**config.mk**
```make
export PLATFORM = sky130hd
export DESIGN_NAME = gpr_port
export DESIGN_NICKNAME = d
export VERILOG_FILES = /design/src/rtl/gpr_pkg.sv /design/src/rtl/gpr_port.sv /design/src/rtl/gpr_sync.sv
export SDC_FILE = /design/constraint.sdc
export NUM_CORES = 1
export LEC_CHECK = 0
export BUFFER_PORTS_ARGS = -buffer_cell sky130_fd_sc_hd__buf_2
export CORE_MARGIN = 2
export CORE_UTILIZATION = 50
export CTS_CLUSTER_SIZE = 12
export DETAILED_ROUTE_END_ITERATION = 10
export PLACE_DENSITY = 0.84
export SETUP_SLACK_MARGIN = 0.1
export SKIP_LAST_GASP = 1
export SYNTH_ARGS = -nofsm -noshare
export SYNTH_HDL_FRONTEND = slang
export SYNTH_SLANG_ARGS = --single-unit
export TNS_END_PERCENT = 20
```
**constraint.sdc**
```tcl
create_clock -name core_clk -period 2 [get_ports core_clk]
set_input_delay 0 -clock core_clk [delete_from_list [all_inputs] [get_ports core_clk]]
set_output_delay 0 -clock core_clk [all_outputs]
set_load 0.03 [all_outputs]
```
**src/rtl/gpr_pkg.sv**
```systemverilog
// Package with register map, field layout and reset values of the pin port
package gpr_pkg;
    localparam int GPR_PINS = 32;
    localparam int GPR_AW = 12;
    localparam logic [11:0] GPR_OFF_LEVEL = 12'h504;
    localparam logic [11:0] GPR_OFF_LEVEL_SET = 12'h508;
    localparam logic [11:0] GPR_OFF_LEVEL_CLR = 12'h50C;
    localparam logic [11:0] GPR_OFF_SAMPLED = 12'h510;
    localparam logic [11:0] GPR_OFF_DIR = 12'h514;
    localparam logic [11:0] GPR_OFF_DIR_SET = 12'h518;
    localparam logic [11:0] GPR_OFF_DIR_CLR = 12'h51C;
    localparam logic [11:0] GPR_OFF_CNF_BASE = 12'h700;
    localparam logic [11:0] GPR_OFF_CNF_LAST = 12'h77C;
    localparam int GPR_CNF_DIR_BIT = 0;
    localparam int GPR_CNF_INPUT_BIT = 1;
    localparam logic [31:0] GPR_RST_LEVEL = 32'h0000_0000;
    localparam logic [31:0] GPR_RST_DIR = 32'h0000_0000;
    localparam logic [31:0] GPR_RST_DISC = 32'hFFFF_FFFF;
    localparam logic [31:0] GPR_RST_SAMPLED = 32'h0000_0000;
    localparam logic [31:0] GPR_RD_UNMAPPED = 32'h0000_0000;
    localparam int GPR_SYNC_STAGES = 2;
endpackage : gpr_pkg

```
**src/rtl/gpr_port.sv**
```systemverilog
// Pin port register set: drive level, direction, sampled level, per-pin config
// Overview of operation
// - Drive-level register at 0x504, one bit per pin, resets to zero.
// - Set alias 0x508 raises written-one drive bits; reads give drive level.
// - Clear alias 0x50C lowers written-one drive bits; reads give drive level.
// - Read-only register 0x510 reports the sampled level of every connected pin; disconnected pins read zero.
// - Direction register at 0x514; one means output; resets to all inputs.
// - Direction-set alias 0x518 makes written-one pins outputs; reads give direction.
// - Direction-clear alias 0x51C makes written-one pins inputs; reads give direction.
// - Sampled level is valid only while that pin's input buffer is connected.
// - Per-pin config direction bit shares storage with the direction register.
//
// The strobed register port was left to the implementer.
`timescale 1ns/1ns
module gpr_port
    import gpr_pkg::*;
(
    input wire logic core_clk,
    input wire logic srst,
    input wire logic clkEn,
    input wire logic [11:0] regAddr,
    input wire logic [31:0] regWdata,
    input wire logic regWr,
    input wire logic regRd,
    output logic [31:0] regRdata,
    input wire logic [31:0] pinIn,
    output logic [31:0] pinOut,
    output logic [31:0] pinOe,
    output logic [31:0] inputConnected
);
    // ****************************************************************
    // Address decode
    // ****************************************************************
    function automatic logic isCnf(input logic [11:0] a);
        isCnf = (a >= GPR_OFF_CNF_BASE) && (a <= GPR_OFF_CNF_LAST) && (a[1:0] == 2'h0);
    endfunction : isCnf

    logic [31:0] level_q;
    logic [31:0] level_d;
    logic [31:0] dir_q;
    logic [31:0] dir_d;
    logic [31:0] disc_q;
    logic [31:0] disc_d;
    logic [31:0] rdata_q;
    logic [31:0] pinOut_q;
    logic [31:0] pinOe_q;
    logic [31:0] conn_q;
    logic [31:0] sampled;
    logic [31:0] sampledValid;
    logic [31:0] cnfRead;
    logic [31:0] rdMux;
    logic [4:0] cnfIdx;

    wire hitLevel = regAddr == GPR_OFF_LEVEL;
    wire hitLevelSet = regAddr == GPR_OFF_LEVEL_SET;
    wire hitLevelClr = regAddr == GPR_OFF_LEVEL_CLR;
    wire hitSampled = regAddr == GPR_OFF_SAMPLED;
    wire hitDir = regAddr == GPR_OFF_DIR;
    wire hitDirSet = regAddr == GPR_OFF_DIR_SET;
    wire hitDirClr = regAddr == GPR_OFF_DIR_CLR;
    wire hitCnf = isCnf(regAddr);
    assign cnfIdx = regAddr[6:2];

    // ****************************************************************
    // Pin sampling
    // ****************************************************************
    gpr_sync uSync (
        .coreClk(core_clk),
        .srst(srst),
        .clkEn(clkEn),
        .asyncIn(pinIn),
        .syncOut(sampled)
    );

    assign sampledValid = sampled & ~disc_q;

    // ****************************************************************
    // Next-state logic
    // ****************************************************************
    wire [31:0] cnfSel = 32'h0000_0001 << cnfIdx;
    wire cnfWr = regWr && hitCnf;

    assign level_d = (regWr && hitLevel) ? regWdata :
                     (regWr && hitLevelSet) ? (level_q | regWdata) :
                     (regWr && hitLevelClr) ? (level_q & ~regWdata) :
                     level_q;

    genvar gi;
    generate
        for (gi = 0; gi < GPR_PINS; gi++) begin : gPin
            assign dir_d[gi] = (regWr && hitDir) ? regWdata[gi] :
                               (regWr && hitDirSet && regWdata[gi]) ? 1'b1 :
                               (regWr && hitDirClr && regWdata[gi]) ? 1'b0 :
                               (cnfWr && cnfSel[gi]) ? regWdata[GPR_CNF_DIR_BIT] :
                               dir_q[gi];
            assign disc_d[gi] = (cnfWr && cnfSel[gi]) ? regWdata[GPR_CNF_INPUT_BIT] : disc_q[gi];
        end
    endgenerate

    // ****************************************************************
    // Read path
    // ****************************************************************
    assign cnfRead = {30'h0000_0000, disc_q[cnfIdx], dir_q[cnfIdx]};
    assign rdMux = (hitLevel || hitLevelSet || hitLevelClr) ? level_q :
                   hitSampled ? sampledValid :
                   (hitDir || hitDirSet || hitDirClr) ? dir_q :
                   hitCnf ? cnfRead :
                   GPR_RD_UNMAPPED;

    // ****************************************************************
    // Registers
    // ****************************************************************
    always_ff @(posedge core_clk) begin
        if (srst) begin
            level_q <= GPR_RST_LEVEL;
            dir_q <= GPR_RST_DIR;
            disc_q <= GPR_RST_DISC;
            rdata_q <= GPR_RD_UNMAPPED;
            pinOut_q <= GPR_RST_LEVEL;
            pinOe_q <= GPR_RST_DIR;
            conn_q <= ~GPR_RST_DISC;
        end else if (clkEn) begin
            level_q <= level_d;
            dir_q <= dir_d;
            disc_q <= disc_d;
            rdata_q <= regRd ? rdMux : GPR_RD_UNMAPPED;
            pinOut_q <= level_d;
            pinOe_q <= dir_d;
            conn_q <= ~disc_d;
        end
    end

    assign regRdata = rdata_q;
    assign pinOut = pinOut_q;
    assign pinOe = pinOe_q;
    assign inputConnected = conn_q;

    // ****************************************************************
    // Checks
    // ****************************************************************
    chk_level_set: assert property (@(posedge core_clk) disable iff (srst)
        (clkEn && regWr && hitLevelSet) |=> ((level_q & $past(regWdata)) == $past(regWdata)))
        else $error("set alias did not raise bits");
    chk_level_clr: assert property (@(posedge core_clk) disable iff (srst)
        (clkEn && regWr && hitLevelClr) |=> ((level_q & $past(regWdata)) == 32'h0000_0000))
        else $error("clear alias did not lower bits");
    chk_level_write: assert property (@(posedge core_clk) disable iff (srst)
        (clkEn && regWr && hitLevel) |=> (level_q == $past(regWdata)))
        else $error("drive level write lost");
    chk_pin_follow: assert property (@(posedge core_clk) disable iff (srst)
        (pinOut == level_q) && (pinOe == dir_q))
        else $error("pins differ from registers");
    chk_dir_set: assert property (@(posedge core_clk) disable iff (srst)
        (clkEn && regWr && hitDirSet) |=> ((dir_q & $past(regWdata)) == $past(regWdata)))
        else $error("direction set failed");
    chk_dir_clr: assert property (@(posedge core_clk) disable iff (srst)
        (clkEn && regWr && hitDirClr) |=> ((dir_q & $past(regWdata)) == 32'h0000_0000))
        else $error("direction clear failed");
    chk_dir_read: assert property (@(posedge core_clk) disable iff (srst)
        (clkEn && regRd && hitDirSet) |=> (regRdata == $past(dir_q)))
        else $error("direction alias read wrong");
    chk_input_gate: assert property (@(posedge core_clk) disable iff (srst)
        (clkEn && regRd && hitSampled) |=> ((regRdata & $past(disc_q)) == 32'h0000_0000))
        else $error("disconnected input reads high");
    chk_cnf_shared: assert property (@(posedge core_clk) disable iff (srst)
        (clkEn && regRd && hitCnf) |=> (regRdata[0] == $past(dir_q[cnfIdx])))
        else $error("config direction bit mismatch");
    chk_alias_same: assert property (@(posedge core_clk) disable iff (srst)
        (clkEn && regWr && hitLevelSet) ##1 (clkEn && regRd && hitLevel) |=> (regRdata == $past(level_q)))
        else $error("alias write not visible");
endmodule : gpr_port

```
**src/rtl/gpr_sync.sv**
```systemverilog
// Two-stage synchroniser for the pin inputs
`timescale 1ns/1ns
module gpr_sync
    import gpr_pkg::*;
(
    input wire logic coreClk,
    input wire logic srst,
    input wire logic clkEn,
    input wire logic [31:0] asyncIn,
    output logic [31:0] syncOut
);
    logic [31:0] meta_q;
    logic [31:0] sync_q;

    always_ff @(posedge coreClk) begin
        if (srst) begin
            meta_q <= GPR_RST_SAMPLED;
            sync_q <= GPR_RST_SAMPLED;
        end else if (clkEn) begin
            meta_q <= asyncIn;
            sync_q <= meta_q;
        end
    end

    assign syncOut = sync_q;
endmodule : gpr_sync
```
==> out/results.tsv, run 1 <==
stage	metric	value	unit
die	# rows	53	
synthesis	distinct cell type count after synthesis	50	
synthesis	Synth Instances	1188	
worst_hold_path	Hold Crit Start	regAddr[9]	
synthesis	Top FF cell, synth	dfxtp_1	
clock_tree	post-CTS setup buffers	0	
job	max_cap viols	0	
pwr	Max VDD drop	0.648	mV
layout	# nets final	1526	
die	Die X	149	microns
setup_path	Reg-to-Reg End	regRdata[0]	
clock_tree	CTS tree	done	
timing	post-route setup TNS	0	ns
timing	WHS	0.0694	ns
placed_design	Routability Congestion	0.991	
placed_design	pre-CTS setup slack	0.121	ns
setup_path	R2R Path Start	pinOe[3]	
placed_design	hpwl dp	26.2	mm
clock_tree	Clock Sinks	224	
clock_tree	CTS Buf Count	25	
pwr	Power Density	732	mW/mm^2
die	Core ar.	0.0209	sq mm
run_status	status	finished, final reports clean	
placed_design	Post-DP Area	0.0121	sq mm
setup_path	CP arrival	2.26	ns
setup_path	Crit-path slowest cell	mux4_2	
synthesis	register area share after synthesis	42.5	%
grt	GR Util met2	51.9	%
timing	Final WS setup	0.153	ns
layout	Final Cell Area	0.0136	sq mm
clock_tree	CTS Buffer Depth	3	
setup_path	Worst Setup End Kind	register	
placed_design	Port Buffer Count	208	
clock_tree	CTS root buf	clkbuf_16	
pwr	Static Leak	5.78	nW
routing	vias per cell	6.52	
layout	Final Util	65.3	%
timing	Fmax	541	MHz
layout	ratio of cells with drive above 1 in the final layout	23.1	%
setup_path	crit-path cells	mux4_2 -> o21ai_0 -> nand4_1 -> a221o_1	
setup_path	r2r setup slk	0.15	ns
timing	Final period util	92.4	%
synthesis	Post-Syn Nets	1269	
timing	Final min period	1.85	ns
synthesis	Post-synth EDFFs	0	
grt	grt met1 use	48.7	%
setup_path	CP delay by family, top	compound AO/OA/AOI/OAI gates	
layout	Fillers	1661	
routing	initial drt markers	1687	
grt	first-pass GRT wire length	60.2	mm
synthesis	Syn. warnings	0	
setup_path	depth of the most critical reg-to-reg path	4	
setup_path	max incr delay on CP	0.48	ns
setup_path	Worst EP required	2.41	ns
layout	synth-to-layout area growth	29.2	%
clock_tree	H-tree depth	1	
worst_hold_path	Hold Crit Depth	4	
die	Initial Utilization	50.5	%
worst_hold_path	Min-Delay Endpoint	inputConnected[4]	
grt	vias in the first global route	10600	
setup_path	WS Path Type	register to register	
grt	gr usage total	34.5	%
grt	GRT busiest layer	met2	
routing	drt first pass iters	6	
setup_path	Worst setup SP type	register	
die	die area	0.0223	sq mm
timing	Fin. Hold Viols	0	
setup_path	CP bufs+invs	0	
timing	Max Slew Vio Count	0	
timing	Clock Skew	0.00772	ns
clock_tree	Clk pin slew, worst setup/hold paths	0.06	ns
routing	Routed Antenna Nets	0	
synthesis	Syn Area/Cell	8.89	sq um
routing	via count	11300	
grt	largest net degree at the start of global routing	77	
routing	Total Wirelength	39.9	mm
routing	DR DRC count	0	
synthesis	Post-Syn Area	0.0106	sq mm
timing	Slew @ Worst Pin	1.09	ns
die	Die Ht	149	microns
grt	initial antenna violation count	0	
synthesis	synthesized flop and latch total	224	
die	I/O pin cnt	209	
synthesis	ys async rst share	0	%
timing	RSZ-0062 raised after global routing	no	
setup_path	Max FO, Critical Path	4	
grt	M3 GR Usage	7.77	%
routing	routed length per placed instance	22.9	microns
timing	endpoints failing setup	0	
clock_tree	clk_lat worst skew	0.53	ns
grt	total congestion overflow	0	
worst_hold_path	min-delay worst type	input port to register	
timing	Worst slew margin	27.5	%
## layout make-up
| class | instances | area [sq um] | share of cell area [%] |
|---|---|---|---|
| inverter | 38 | 143 | 1.05 |
| antenna | 2 | 5.00 | 0.0367 |
| clock buffer | 39 | 748 | 5.48 |
| tap | 275 | 344 | 2.52 |
| sequential | 224 | 4480 | 32.9 |
| timing repair buffer | 347 | 2330 | 17.1 |
| multi-input combinational | 809 | 5520 | 40.5 |
| clock inverter | 6 | 62.6 | 0.459 |
## cell usage in the layout (no fill, tap or decap), types with 6 or more instances in the layout
cell type      count
nor3_1            36
a21oi_1           19
nor3b_1            9
nor2b_1            6
clkbuf_8           7
nand2_1           63
buf_4             66
o211ai_1          10
clkbuf_1           7
o221ai_1           8
o31ai_1           14
a32o_1            34
dfxtp_1          224
mux2i_1          106
buf_2            207
a22o_1            30
a2bb2oi_1         30
nor2_1           112
nand3_1           12
a22oi_1           11
nand4_1            8
clkbuf_16         25
buf_12             6
o32ai_1           23
a31oi_1           23
o311ai_0          23
o21ai_0          133
dlygate4sd3_1     68
inv_1             37
a32oi_1           31
o21a_1            22
## repair_timing
item                                    in CTS  in global routing
endpoints found under the setup margin       0                  1
hold buffers                                68                  0
resized for setup                            0                  2
endpoints found under the hold margin       99                  0
## where the power goes
group          total (W)  switching, W  internal, W
clock network    0.00454       0.00185      0.00269
logic           0.000877      0.000527     0.000350
registers        0.00457     0.0000437      0.00452
## synth_stat cells (all sizes together) (8+ instances only)
master	instances	area, sq um
o211ai	10	75.1
a2bb2oi	30	263
a32oi	31	272
a22oi	11	82.6
clkbuf	98	368
o311ai	23	201
buf	19	87.6
nor2	118	443
nand2	63	236
nor3	37	185
mux2i	106	1060
o21a	22	165
inv	38	143
o21ai	133	666
o32ai	23	201
nand3	12	60.1
o221ai	8	70.1
a32o	34	340
nand4	10	75.1
a21oi	19	95.1
nor3b	9	67.6
a22o	30	263
o31ai	14	105
dfxtp	224	4480
a31oi	23	144
## worst reg2reg max path, cell delays in order (launching register included)
cell and delay, ns:
dfxtp_1 0.35, mux4_2 0.48, o21ai_0 0.33, nand4_1 0.21, a221o_1 0.36
## cells by family (layout without fill, tap and decap cells)
kind of cell,count (synthesis),after routing,share of synthesized area (%)
AO/OA/AOI/OAI,426,426,29.1
AND/OR/NAND/NOR,274,274,12.1
flip-flops,224,224,42.5
buffers and inverters,155,430,5.66
multiplexers,109,109,10.7
other,0,2,0
## metal layers
metal  routed length, microns  part of all wire [%]
met1                    16200                    41
met2                    17100                    43
met3                     5120                    13
met4                     1420                   3.6
met5                        0                     0
## worst max path at each step
stage,start,endpoint,cells after the start
after floorplan,regAddr[11],register,6
after global placement,regAddr[11],pinOe[0],8
after detailed placement,regAddr[11],pinOe[0],8
after CTS,pinOe[3],regRdata[0],4
after global routing,clkEn,disc_q[31],9
final,pinOe[3],regRdata[0],4
## per-stage QoR
stage,cells,power (W)
after floorplan,1188,0.00509
after global placement,1625,0.00539
after global routing,1738,0.0102
after CTS,1738,0.00998
final,1740,0.00999
after detailed placement,1625,0.00540
Note: power is estimated with default switching activity, not from simulation.
==> inputs of run 2 (changes only) <==
--- a/config.mk
+++ b/config.mk
@@ -6,7 +6,6 @@
 export NUM_CORES = 1
 export LEC_CHECK = 0
 export BUFFER_PORTS_ARGS = -buffer_cell sky130_fd_sc_hd__buf_2
-export CORE_MARGIN = 2
 export CORE_UTILIZATION = 50
 export CTS_CLUSTER_SIZE = 12
 export DETAILED_ROUTE_END_ITERATION = 10
==> out/results.tsv, run 2 (synthesis results as in run 1) <==
stage	metric	value	unit	change
placed_design	Port Buffer Count	208		unchanged
grt	total congestion overflow	0		unchanged
timing	Slew @ Worst Pin	0.803	ns	-0.285 ns
pwr	Max VDD drop	0.520	mV	-20%
layout	commonest non-fill, non-tap cell in the layout	dfxtp_1		
worst_hold_path	Min-Delay Endpoint	regRdata[22]		
setup_path	R2R Path Start	disc_q[31]		
layout	Final Cell Area	0.0135	sq mm	-1.2%
setup_path	depth of the most critical reg-to-reg path	4		unchanged
pwr	Power Density	722	mW/mm^2	-1.3%
layout	ant diodes	0		-2
setup_path	CP arrival	2.03	ns	-0.23 ns
setup_path	WS Path Type	register to register		
clock_tree	H-tree depth	1		unchanged
routing	Routed Antenna Nets	0		unchanged
worst_hold_path	min-delay worst type	input port to register		
timing	Fmax	622	MHz	+15%
setup_path	Worst setup SP type	register		
clock_tree	post-CTS setup buffers	0		unchanged
clock_tree	CTS Buffer Depth	3		unchanged
pwr	Net Sw Frac	24.3	%	+0.041 points
setup_path	Worst Setup End Kind	register		
die	Die X	147	microns	-1.3%
setup_path	Max FO, Critical Path	3		-1
die	I/O pin cnt	209		unchanged
job	max_cap viols	0		unchanged
routing	vias per cell	6.60		+1.2%
timing	Max Slew Vio Count	0		unchanged
timing	post-route setup TNS	0	ns	unchanged
pwr	Static Leak	5.69	nW	-1.5%
die	Initial Utilization	51.5	%	+0.97 points
timing	Clock Skew	0.0222	ns	+0.0145 ns
pwr	Pint	0.00737	W	-2.6%
worst_hold_path	Hold Crit Start	clkEn		
layout	most frequent cells in the layout	dfxtp_1 (224), buf_2 (207), o21ai_0 (133)		
timing	Fin. Hold Viols	0		unchanged
grt	largest net degree at the start of global routing	77		unchanged
clock_tree	CTS root buf	clkbuf_16		
die	# rows	52		-1.9%
timing	Final min period	1.61	ns	-0.241 ns
setup_path	Worst EP required	2.43	ns	+0.02 ns
layout	# nets final	1512		-0.92%
routing	drt first pass iters	6		unchanged
worst_hold_path	Hold Crit Depth	4		unchanged
routing	DR DRC count	0		unchanged
pwr	Comb pwr share	9.0	%	+0.2 points
clock_tree	clk_lat worst skew	0.53	ns	about the same
run_status	status	finished, final reports clean		
layout	ratio of cells with drive above 1 in the final layout	22.4	%	-0.75 points
timing	endpoints failing setup	0		unchanged
timing	Final period util	80.3	%	-12 points
placed_design	pre-CTS setup slack	0.115	ns	-0.00639 ns
routing	via count	11300		-0.29%
clock_tree	Clock Sinks	224		unchanged
setup_path	Reg-to-Reg End	regRdata[1]		
die	die area	0.0217	sq mm	-2.7%
die	Core ar.	0.0205	sq mm	-1.9%
grt	first-pass GRT wire length	59.7	mm	-0.73%
pwr	Final Total Pwr	0.00973	W	-2.5%
placed_design	hpwl dp	25.8	mm	-1.7%
grt	vias in the first global route	10500		-0.89%
setup_path	r2r setup slk	0.39	ns	+0.24 ns
placed_design	Post-DP Area	0.0121	sq mm	-0.40%
clock_tree	CTS Buf Count	24		-4.0%
pwr	register share of total power	46.9	%	+1.2 points
grt	gr usage total	35.1	%	+0.64 points
routing	routed length per placed instance	22.9	microns	about the same
pwr	Switch Pwr	0.00237	W	-2.4%
routing	Total Wirelength	39.3	mm	-1.5%
routing	initial drt markers	1665		-1.3%
clock_tree	Clk pin slew, worst setup/hold paths	0.07	ns	about the same
layout	synth-to-layout area growth	27.7	%	
grt	initial antenna violation count	0		unchanged
pwr	clock share of power	44.1	%	-1.4 points
timing	RSZ-0062 raised after global routing	no		
timing	Final WS setup	0.393	ns	+0.241 ns
placed_design	Routability Congestion	1.01		+2.3%
die	Die Ht	147	microns	-1.3%
timing	Worst slew margin	46.4	%	+19 points
clock_tree	CTS tree	done		
timing	WHS	0.0531	ns	-0.0163 ns
-- run 2: changes by cell type in the layout (fill, tap and decap cells not counted), sizes merged --
cell         before  now
buf             279  270
bufinv            1    0
clkbuf           39   38
clkinv            4    2
diode             2    0
dlygate4sd3      68   64
inv              39   38
-- run 2: how the worst max path moves through the flow --
stage	start	end	slack, ns
after floorplan	regAddr[11]	register	0.34
after global placement	regAddr[2]	pinOe[24]	0.10
after detailed placement	regAddr[2]	pinOe[24]	0.11
after CTS	disc_q[31]	regRdata[1]	0.40
after global routing	pinOe[3]	regRdata[0]	0.34
final	disc_q[31]	regRdata[1]	0.39
-- run 2: per-layer routing --
layer  part of all wire [%]  global-route usage, %  up-vias
li1                       -                      -     4986
met1                     39                   48.6     5278
met2                     43                   52.6      904
met3                     13                   7.64      145
met4                    4.6                   15.1        0
met5                      0                      0        -
-- run 2: area by class of cell --
type / count / area (sq um)
inverters: 38 / 143
fillers: 1635 / 7020
multi-input cells: 809 / 5520
well taps: 270 / 338
flip-flops and latches: 224 / 4480
clock buffers: 38 / 734
clock inverters: 2 / 13.8
repair buffers: 334 / 2250
-- run 2: power by group through the flow --
stage | logic [W] | registers, W | clock network [W]
floorplan | 0.000443 | 0.00464 | 0
global placement | 0.000729 | 0.00466 | 0
detailed placement | 0.000740 | 0.00466 | 0
CTS | 0.000840 | 0.00456 | 0.00430
global route | 0.000916 | 0.00457 | 0.00449
finish | 0.000873 | 0.00457 | 0.00429
-- run 2: worst max-delay path, stage by stage, from the launching register on --
cell and delay (ns):
dfxtp_1 0.36, mux4_2 0.49, o2111ai_1 0.24, nand4_1 0.12, a221o_1 0.32
-- run 2: per-stage QoR --
stage	std cells	utilization (%)
after floorplan	1188	-
after global placement	1611	59.0
after detailed placement	1611	59.0
after CTS	1715	65.8
after global routing	1715	65.8
final	1715	65.8
-- run 2: timing repair --
item                       4_1_cts  5_1_grt
gates resized for setup          0        0
setup endpoints to repair        0        0
hold buffers                    64        0
hold endpoints to repair        92        0
